**config.mk**
```make
export PLATFORM = sky130hd
export DESIGN_NAME = bcl_break_ctrl
export DESIGN_NICKNAME = d
export VERILOG_FILES = /design/src/verilog/bcl_pkg.sv /design/src/verilog/bcl_break_ctrl.sv /design/src/verilog/bcl_exec_count.sv
export SDC_FILE = /design/constraint.sdc
export NUM_CORES = 1
export LEC_CHECK = 0
export ABC_AREA = 1
export BUFFER_PORTS_ARGS = -buffer_cell sky130_fd_sc_hd__buf_2
export CAP_MARGIN = 30
export CORE_MARGIN = 2
export CORE_UTILIZATION = 53
export DETAILED_ROUTE_END_ITERATION = 12
export PLACE_DENSITY = 0.94
export SLEW_MARGIN = 10
export SYNTH_ARGS = -nofsm -noshare
export SYNTH_HDL_FRONTEND = slang
export SYNTH_SLANG_ARGS = --single-unit
```
**constraint.sdc**
```tcl
create_clock -name pclk -period 3.2 [get_ports pclk]
set_input_delay 0.48 -clock pclk [delete_from_list [all_inputs] [get_ports pclk]]
set_output_delay 0.48 -clock pclk [all_outputs]
set_load 0.02 [all_outputs]
```
**src/verilog/bcl_pkg.sv**
```systemverilog
// Shared constants and carriers for the low break control fields.
// Assumes a 32-bit APB register bus and a single pclk domain.
package bcl_pkg;

   // ==========================================
   // Register map (byte addresses)
   localparam logic [7:0] BCL_OFS_CTRL   = 8'h00;
   localparam logic [7:0] BCL_OFS_COUNT  = 8'h04;
   localparam logic [7:0] BCL_OFS_STATUS = 8'h08;
   localparam logic [7:0] BCL_OFS_MASK   = 8'h0C;

   // ==========================================
   // Field positions of break_control
   localparam int BCL_BIT_DATA_CMP  = 7;
   localparam int BCL_BIT_AFTER     = 6;
   localparam int BCL_BIT_SEQ       = 3;
   localparam int BCL_BIT_EXEC_CNT  = 0;
   localparam logic [31:0] BCL_CTRL_WMASK = 32'h0000_00C9;
   localparam logic [31:0] BCL_CTRL_RESET = 32'h0000_0000;

   // ==========================================
   // Execution count field and status layout
   localparam int          BCL_COUNT_W     = 12;
   localparam logic [11:0] BCL_COUNT_RESET = 12'h000;
   localparam logic [11:0] BCL_COUNT_ONE   = 12'h001;
   localparam int          BCL_IRQ_W       = 2;
   localparam int          BCL_IRQ_A       = 0;
   localparam int          BCL_IRQ_B       = 1;
   localparam logic [1:0]  BCL_IRQ_RESET   = 2'h0;

   typedef enum logic {
      BCL_IDLE      = 1'b0,
      BCL_WAIT_EXEC = 1'b1
   } bcl_fetch_e;

   typedef struct packed {
      logic data_cmp;
      logic fetch_after;
      logic seq_sel;
      logic exec_cnt_en;
   } bcl_ctrl_s;

   // Bus cycle report from the core, same clock
   typedef struct packed {
      logic a_match;
      logic b_addr_match;
      logic b_data_match;
      logic b_is_fetch;
      logic exec_done;
   } bcl_cycle_s;

endpackage

```
**src/verilog/bcl_break_ctrl.sv**
```systemverilog
// Low break control fields with channel B evaluation and break request.
// Holds break_control, the execution count, a sticky status and its mask.
// Assumes the core reports bus cycles as one-cycle pulses on pclk.
// Assumes zero-wait APB: every access phase ends at its first edge.
//
// Chosen here: the register offsets and the APB register port.
`timescale 1ns/1ps
module bcl_break_ctrl
   import bcl_pkg::*;
#(
   parameter int CW = BCL_COUNT_W
) (
   // Clock and reset
   input  wire logic        pclk,
   input  wire logic        presetn,
   // APB slave
   input  wire logic        psel,
   input  wire logic        penable,
   input  wire logic        pwrite,
   input  wire logic [7:0]  paddr,
   input  wire logic [31:0] pwdata,
   output logic      [31:0] prdata,
   output logic             pready,
   output logic             pslverr,
   // Core bus cycles
   input  wire bcl_cycle_s  cycle,
   // Break and interrupt
   output logic             user_break,
   output logic             irq
);

   typedef struct packed {
      bcl_ctrl_s            ctrl;
      logic [BCL_IRQ_W-1:0] status;
      logic [BCL_IRQ_W-1:0] mask;
      logic                 a_seen;
      bcl_fetch_e           fetch;
      logic                 brk;
      logic [31:0]          rdata;
   } bcl_state_s;

   bcl_state_s           state_reg;
   bcl_state_s           state_next;
   logic                 setup;
   logic                 access_wr;
   logic                 sel_ctrl;
   logic                 sel_count;
   logic                 sel_status;
   logic                 sel_mask;
   logic                 mapped;
   logic                 ctrl_wr;
   logic                 cnt_wr;
   logic                 mask_wr;
   logic                 rd_status;
   logic [BCL_IRQ_W-1:0] rd_clear;
   logic                 b_cond;
   logic                 b_hit;
   logic                 b_fire;
   logic [CW-1:0]        count;
   logic                 a_break;
   logic                 b_break;
   logic [31:0]          rd_mux;
   logic [BCL_IRQ_W-1:0] irq_src;

   // ==========================================
   // Bus decode
   assign sel_ctrl   = (paddr == BCL_OFS_CTRL);
   assign sel_count  = (paddr == BCL_OFS_COUNT);
   assign sel_status = (paddr == BCL_OFS_STATUS);
   assign sel_mask   = (paddr == BCL_OFS_MASK);
   assign mapped     = sel_ctrl || sel_count || sel_status || sel_mask;
   assign setup      = psel && !penable;
   assign access_wr  = psel && penable && pwrite;
   assign ctrl_wr    = access_wr && sel_ctrl;
   assign cnt_wr     = access_wr && sel_count;
   assign mask_wr    = access_wr && sel_mask;
   assign rd_status  = psel && penable && !pwrite && sel_status;
   // Clear only the flags the reader was shown; an event at the setup edge stays pending
   assign rd_clear   = rd_status ? state_reg.rdata[BCL_IRQ_W-1:0] : BCL_IRQ_RESET;
   assign pready     = 1'b1;
   assign pslverr    = psel && penable && !mapped;

   // ==========================================
   // Channel B condition
   // Data compare only narrows the address match, never widens it
   assign b_cond = cycle.b_addr_match && (!state_reg.ctrl.data_cmp || cycle.b_data_match);
   assign b_hit  = b_cond && (!state_reg.ctrl.seq_sel || state_reg.a_seen);

   bcl_exec_count #(
      .CW (CW)
   ) u_count (
      .pclk    (pclk),
      .presetn (presetn),
      .enable  (state_reg.ctrl.exec_cnt_en),
      .hit     (b_hit),
      .wr_en   (cnt_wr),
      .wr_data (pwdata[CW-1:0]),
      .count   (count),
      .fire    (b_fire)
   );

   // ==========================================
   // Read mux, captured in the setup cycle for zero-wait access
   always_comb begin
      rd_mux = 32'h0000_0000;
      unique case (paddr)
         BCL_OFS_CTRL: begin
            rd_mux[BCL_BIT_DATA_CMP] = state_reg.ctrl.data_cmp;
            rd_mux[BCL_BIT_AFTER]    = state_reg.ctrl.fetch_after;
            rd_mux[BCL_BIT_SEQ]      = state_reg.ctrl.seq_sel;
            rd_mux[BCL_BIT_EXEC_CNT] = state_reg.ctrl.exec_cnt_en;
         end
         BCL_OFS_COUNT:  rd_mux[CW-1:0] = count;
         BCL_OFS_STATUS: rd_mux[BCL_IRQ_W-1:0] = state_reg.status;
         BCL_OFS_MASK:   rd_mux[BCL_IRQ_W-1:0] = state_reg.mask;
         default:        rd_mux = 32'h0000_0000;
      endcase
   end

   // ==========================================
   // Break sequencing and registers
   always_comb begin
      state_next     = state_reg;
      state_next.brk = 1'b0;
      // Channel A breaks alone only in independent mode
      a_break        = cycle.a_match && !state_reg.ctrl.seq_sel;
      b_break        = 1'b0;

      // ==========================================
      // Channel B fetch timing
      unique case (state_reg.fetch)
         BCL_IDLE: begin
            if (b_fire) begin
               if (cycle.b_is_fetch && state_reg.ctrl.fetch_after) begin
                  state_next.fetch = BCL_WAIT_EXEC;
               end else begin
                  b_break = 1'b1;
               end
            end
         end
         BCL_WAIT_EXEC: begin
            // Further matches while waiting merge into the pending break
            if (cycle.exec_done) begin
               b_break          = 1'b1;
               state_next.fetch = BCL_IDLE;
            end
         end
      endcase

      // ==========================================
      // Sequential condition tracking
      if (b_break) begin
         state_next.a_seen = 1'b0;
      end
      if (cycle.a_match && state_reg.ctrl.seq_sel) begin
         state_next.a_seen = 1'b1;
      end
      if (!state_reg.ctrl.seq_sel) begin
         state_next.a_seen = 1'b0;
      end
      state_next.brk = a_break || b_break;

      // ==========================================
      // Read capture and sticky status
      if (setup && !pwrite) begin
         state_next.rdata = rd_mux;
      end
      state_next.status = state_reg.status & ~rd_clear;
      // Set wins over the read clear
      state_next.status[BCL_IRQ_A] = state_next.status[BCL_IRQ_A] | a_break;
      state_next.status[BCL_IRQ_B] = state_next.status[BCL_IRQ_B] | b_break;

      // ==========================================
      // Register writes
      // Only defined bits are stored; unused bits are discarded
      if (ctrl_wr) begin
         state_next.ctrl.data_cmp    = pwdata[BCL_BIT_DATA_CMP];
         state_next.ctrl.fetch_after = pwdata[BCL_BIT_AFTER];
         state_next.ctrl.seq_sel     = pwdata[BCL_BIT_SEQ];
         state_next.ctrl.exec_cnt_en = pwdata[BCL_BIT_EXEC_CNT];
      end
      if (mask_wr) begin
         state_next.mask = pwdata[BCL_IRQ_W-1:0];
      end
   end

   // ==========================================
   // State register
   always_ff @(posedge pclk or negedge presetn) begin
      if (!presetn) begin
         state_reg.ctrl   <= bcl_ctrl_s'(4'h0);
         state_reg.status <= BCL_IRQ_RESET;
         state_reg.mask   <= BCL_IRQ_RESET;
         state_reg.a_seen <= 1'b0;
         state_reg.fetch  <= BCL_IDLE;
         state_reg.brk    <= 1'b0;
         state_reg.rdata  <= BCL_CTRL_RESET;
      end else begin
         state_reg <= state_next;
      end
   end

   // ==========================================
   // Outputs
   assign prdata     = state_reg.rdata;
   assign user_break = state_reg.brk;

   // ==========================================
   // Interrupt sources, one per status flag
   // A level output: a masked flag raises it as soon as software unmasks it
   for (genvar gi = 0; gi < BCL_IRQ_W; gi++) begin : g_irq
      assign irq_src[gi] = state_reg.status[gi] && state_reg.mask[gi];
   end
   assign irq        = |irq_src;

endmodule

```
**src/verilog/bcl_exec_count.sv**
```systemverilog
// Execution count register and its countdown for channel B.
// Assumes hit is a one-cycle pulse per qualified channel B match.
`timescale 1ns/1ps
module bcl_exec_count
   import bcl_pkg::*;
#(
   parameter int CW = BCL_COUNT_W
) (
   // Clock and reset
   input  wire logic          pclk,
   input  wire logic          presetn,
   // Control
   input  wire logic          enable,
   input  wire logic          hit,
   input  wire logic          wr_en,
   input  wire logic [CW-1:0] wr_data,
   // Results
   output logic      [CW-1:0] count,
   output logic               fire
);

   typedef struct packed {
      logic [CW-1:0] count;
   } bcl_cnt_s;

   bcl_cnt_s state_reg;
   bcl_cnt_s state_next;

   // ==========================================
   // Countdown
   always_comb begin
      state_next = state_reg;
      fire       = 1'b0;
      if (!enable) begin
         fire = hit;
      end else if (hit) begin
         // Zero never fires, so an unprogrammed count cannot break
         if (state_reg.count == CW'(BCL_COUNT_ONE)) begin
            fire = 1'b1;
         end
         if (state_reg.count != '0) begin
            state_next.count = state_reg.count - CW'(1);
         end
      end
      if (wr_en) begin
         state_next.count = wr_data;
      end
   end

   always_ff @(posedge pclk or negedge presetn) begin
      if (!presetn) begin
         state_reg.count <= CW'(BCL_COUNT_RESET);
      end else begin
         state_reg <= state_next;
      end
   end

   assign count = state_reg.count;

endmodule

```
======== After elaboration in Yosys (flattened, before gate mapping) ========
Cells that the tools add are included.
W data, S select, Z words.
word-level totals
  output and inout bits ................... 36
  flip-flop bits (word level) ............. 35
  input bits .............................. 50
  word-level logic and storage cells ...... 83
operators by class
  mux-type cells .......................... 26
  bitwise logic cells ..................... 5
  reductions and logical operators ........ 35
  equality and inequality tests ........... 5
  $add $sub $neg .......................... 1
operators by type and width
  operator                 number
  $mux W12                 4
  $logic_and A1 B1 Y1      17
  $eq A8 B4 Y1 const B     2
  $mux W1                  13
  $eq A12 B1 Y1 const B    1
  $reduce_bool A12 Y1      1
  $sub A12 B1 Y12 const B  1
  $eq A8 B3 Y1 const B     1
  $logic_not A8 Y1         1
  $logic_or A1 B1 Y1       6
  $pmux W1 S2              3
  $reduce_bool A2 Y1       3
  $logic_not A1 Y1         5
  $mux W2                  2
  $mux W4                  1
  $pmux W1 S4              1
  $pmux W2 S2              1
  $ne A3 B1 Y1 const B     1
  $pmux W1 S3              1
  $reduce_and A3 Y1        1
  $and A2 B2 Y2            1
  $not A2 Y2               1
  $or A1 B1 Y1             2
  $reduce_or A2 Y1         1
  $not A1 Y1               1

======== Depth between registers and ports, before layout ========
  depth after elaboration ................. 11
  mapped depth ............................ 11
  depth with buffers taken out ............ 11

======== Cells and area by module ========
A second synthesis with hierarchy kept.
unflattened totals
  cells, all modules ...................... 323
  area, all modules ....................... 2442.3 sq um
modules (own cells, without submodules)
  module          sequential area each (sq um)  cells each  area an instance (sq um)  instances
  bcl_break_ctrl  575.6                         184         1507.7                    1
  bcl_exec_count  300.3                         139         934.6                     1

======== Least setup slack after synthesis ========
Ideal clock, no wire load.
  kind .................................... input port to output port
  start point ............................. input paddr[0]
  end point ............................... output pslverr
  data arrival time ....................... 1.137 ns
  path buffers ............................ 0
  required time ........................... 2.720 ns
  slack ................................... 1.583 ns
  cell stages on the path ................. 5
  cell sequence ........................... inv_1 -> nand2_1 -> nor2_1 -> or2_2 -> inv_1
between the ends
  longest elaborated chain between the ends .. 6
  elaborated cells on any way between the ends .. 9
  those cells by class .................... eq/ne: 3; reduce/logical: 6
ends and longest elaborated chain
  element                                           RTL line                                    RTL
  start, declared                                   bcl_break_ctrl.sv:20                        input wire logic [7:0] paddr,
  $eq A8 B3 Y1 or $logic_not A8 Y1 (tied branches)  bcl_break_ctrl.sv:68, bcl_break_ctrl.sv:67
  $logic_or A1 B1 Y1 (2 in a row)                   bcl_break_ctrl.sv:71                        assign mapped = sel_ctrl || sel_count || sel_status || sel_mask;
  $logic_or A1 B1 Y1 *                              bcl_break_ctrl.sv:71
  $logic_not A1 Y1 *                                bcl_break_ctrl.sv:81                        assign pslverr = psel && penable && !mapped;
  $logic_and A1 B1 Y1 *                             bcl_break_ctrl.sv:81
  end, declared                                     bcl_break_ctrl.sv:24                        output logic pslverr,
Mark *: on every way between the ends. The rest lies on a longest branch, timed or not.

======== Worst setup path after layout ========
Same ends and word-level chain as after synthesis.

==> out/qor.csv <==
stage;metric;value;unit
grt;antenna_found_initial;0;
logic_synthesis;netlist_area;0.00223;mm2
clock_tree;ctsHoldBuffers;0;
pwr;power;1090;uW
die;die-area;0.00474;mm2
clock_tree;clock_latency;290;ps
grt;grt_remaining_overflow;0;
clock_tree;clock_path_buffers;2;
drt;drc;0;
setup_path;crit_arrival;1330;ps
placed_design;place_ws;1230;ps
timing;maxSlewHeadroom;0.490;
placed_design;dpl-instance-area;0.00230;mm2
timing;post-route-period-util;0.566;
timing;finalSetupViolCount;0;
drt;dr_wl_met2;2390;um
layout;area_delta_synth_final;7.18;%
clock_tree;htreeDepth;2;
timing;layout_setup_ws;1390;ps
drt;avgViaCountPerCell;5.07;
clock_tree;cts_root_buf;clkbuf_8;
logic_synthesis;synthAdderAreaFrac;0.0168;
logic_synthesis;syn_area_per_cell;7.53;um2
setup_path;crit_chain;buf_2 > inv_1 > nand2_1 > nor2_1 > or2_2 > inv_1 > buf_2;
layout;diodes;0;
drt;firstDrtPassIters;5;
logic_synthesis;synth-seq-cells;35;
placed_design;gp_congestion;0.866;
setup_path;end_kind;primary output;
timing;worst_pin_slew;764;ps
timing;post-route-min-period;1810;ps
grt;grt_pass1_vias;1840;
clock_tree;cts_tree;yes;
status;outcome;complete, no violations;
setup_path;cp-start-kind;input pin;
logic_synthesis;synthSimpleGateAreaFrac;0.264;
die;coreArea;0.00403;mm2
layout;layout-drive-gt1-share;0.179;
setup_path;critPathKind;in -> out;
setup_path;cp_data_required_time;2720;ps
placed_design;portBuffers;44;
layout;fillers;381;
pwr;p_per_area;456;mW/mm2
drt;top_layer_used;met4;
logic_synthesis;synth_cells;296;
hold_path;hold_class;in -> async;
logic_synthesis;ys_seq_area_frac;0.393;
timing;hold-worst-slack;258;ps
placed_design;dp.final_hpwl;3530;um
logic_synthesis;synth_top_family_by_area;simple AND/OR/NAND/NOR gates;
grt;grt_pass1_wl;7650;um
clock_tree;postCtsResizedCells;0;
pwr;ir_worst_vdd;0.151;mV
clock_tree;numCtsBuffers;5;
layout;final_area;0.00239;mm2
clock_tree;cts_setup_buffers;0;
logic_synthesis;synth_edf_count;0;
timing;slew_viol_final;0;
grt;grtUsageTotal;0.222;
pwr;leakage;0.00130;uW
logic_synthesis;synth_xor_area_frac;0.0393;
timing;rsz0062_at_grt;false;
die;fp.dieW;68.9;um
drt;dr_wl_met3;263;um
die;fp.dieH;68.9;um
clock_tree;cts.sinks;35;
setup_path;worstPathMaxFanout;5;
die;rows;23;
layout;layout.nets;382;
die;num_io_pins;86;
drt;num_vias;1920;
drt;wire_per_inst;12.8;um
setup_path;cpPeakStageDelay;270;ps
grt;grt_max_degree;36;
job;cap_viol_max_count;0;
drt;wirelength;4860;um
logic_synthesis;synth_cell_type_count;33;
drt;drt_iter0_markers;176;
timing;tns;0;ps
die;initial_core_util;0.553;
clock_tree;clk_transition_reported_paths;70;ps
logic_synthesis;yosysWarnings;0;
timing;fmax;0.552;GHz
logic_synthesis;synth_ff_type;dfrtp_1;
logic_synthesis;muxShareOfSynthArea;0;
timing;skew;6.68;ps
logic_synthesis;synthArstFlopShare;1.00;
timing;hold_viol;0;
drt;wl_met1;2050;um
logic_synthesis;synth_compound_area_frac;0.0948;
setup_path;cp_slowest_cell;or2_2;
drt;ant_nets;0;
-- routing by layer --
metal	track usage	vias to the layer above
met2	0.373	68
met5	0	-
li1	-	936
met4	0.150	0
met1	0.249	898
met3	0.0503	18
-- cell usage after synthesis (3+ instances only) --
cell | number | area, um2
buf_4 | 33 | 248
dfrtp_1 | 35 | 876
nand2_1 | 88 | 330
o211ai_1 | 6 | 45.0
nand3_1 | 12 | 60.1
nor2_1 | 23 | 86.3
xor2_1 | 9 | 78.8
nor3_1 | 5 | 25.0
ha_1 | 3 | 37.5
inv_1 | 36 | 135
o31ai_1 | 4 | 30.0
o21ai_0 | 18 | 90.1
-- placed cells by master (no fill, tap or decap) --
| cell | Yosys | final |
|---|---|---|
| nand2_1 | 88 | 88 |
| buf_2 | 0 | 44 |
| inv_1 | 36 | 36 |
| dfrtp_1 | 35 | 35 |
| nor2_1 | 23 | 23 |
| conb_1 | 2 | 21 |
| o21ai_0 | 18 | 18 |
| nand3_1 | 12 | 12 |
| xor2_1 | 9 | 9 |
| o211ai_1 | 6 | 6 |
| clkbuf_8 | 0 | 6 |
| nor3_1 | 5 | 5 |
| o31ai_1 | 4 | 4 |
| ha_1 | 3 | 3 |
| a21oi_1 | 2 | 2 |
| or2_2 | 1 | 1 |
| a31oi_1 | 1 | 1 |
| a22o_1 | 1 | 1 |
| inv_2 | 1 | 1 |
| nor3_4 | 1 | 1 |
| nor4_1 | 1 | 1 |
| nor3_2 | 1 | 1 |
| nand3_4 | 1 | 1 |
| nand3_2 | 1 | 1 |
| and2_4 | 1 | 1 |
| o21ai_1 | 1 | 1 |
| nor2_2 | 1 | 1 |
| nand4_1 | 1 | 1 |
| a2bb2oi_1 | 1 | 1 |
| o21bai_1 | 1 | 1 |
| xnor2_1 | 1 | 1 |
| clkinv_2 | 0 | 1 |
-- metrics by stage --
stage,std cells,util
global route,379,0.593
detailed placement,372,0.571
floorplan,315,-
CTS,379,0.593
global placement,372,0.571
finish,379,0.593
-- cells by family after synthesis --
group,count (synthesis)
other,2
XOR/XNOR,10
flip-flops,35
adder cells (fa/ha/maj),3
buffers and inverters,74
AO/OA/AOI/OAI,35
AND/OR/NAND/NOR,137
-- worst max-delay path, delay by kind of cell --
family                 cells  cell delay [ps]
buffers and inverters      4              300
and+or+nand+nor            3              540
-- cell type report --
cell class                 instances  area, um2  share of cell area
clock buffer                       6       82.6              0.0346
clock inverter                     1       5.00             0.00209
multi-input combinational        206       1000               0.420
sequential                        35        876               0.366
tap                               50       62.6              0.0262
timing repair buffer              44        220              0.0921
inverter                          37        139              0.0581
-- path summary, 6_finish.rpt --
path | startpoint | endpoint | slack [ps] | cells after the start
min in group pclk | pwdata[2] | u_count.count[2]$_DFFE_PN0P_ | 400 | 3
worst min-delay path | presetn | state_reg[37]$_DFF_PN0_ | 260 | 1
worst max-delay path | paddr[0] | pslverr | 1390 | 7
max in group asynchronous | presetn | u_count.count[0]$_DFFE_PN0P_ | 2460 | 1
worst max register to register | u_count.count[0]$_DFFE_PN0P_ | u_count.count[10]$_DFFE_PN0P_ | 1560 | 8
worst min register to register | prdata[10]$_DFFE_PN0P_ | prdata[10]$_DFFE_PN0P_ | 480 | 2
-- report_power, final --
part / leakage, uW / internal (uW) / switching [uW] / total [uW]
combinational: 0.000785 / 102 / 181 / 282
clock: 0.0000470 / 169 / 154 / 323
sequential: 0.000471 / 462 / 22.5 / 484
total: 0.00130 / 732 / 357 / 1090
Power figures use the tool's default switching activity.
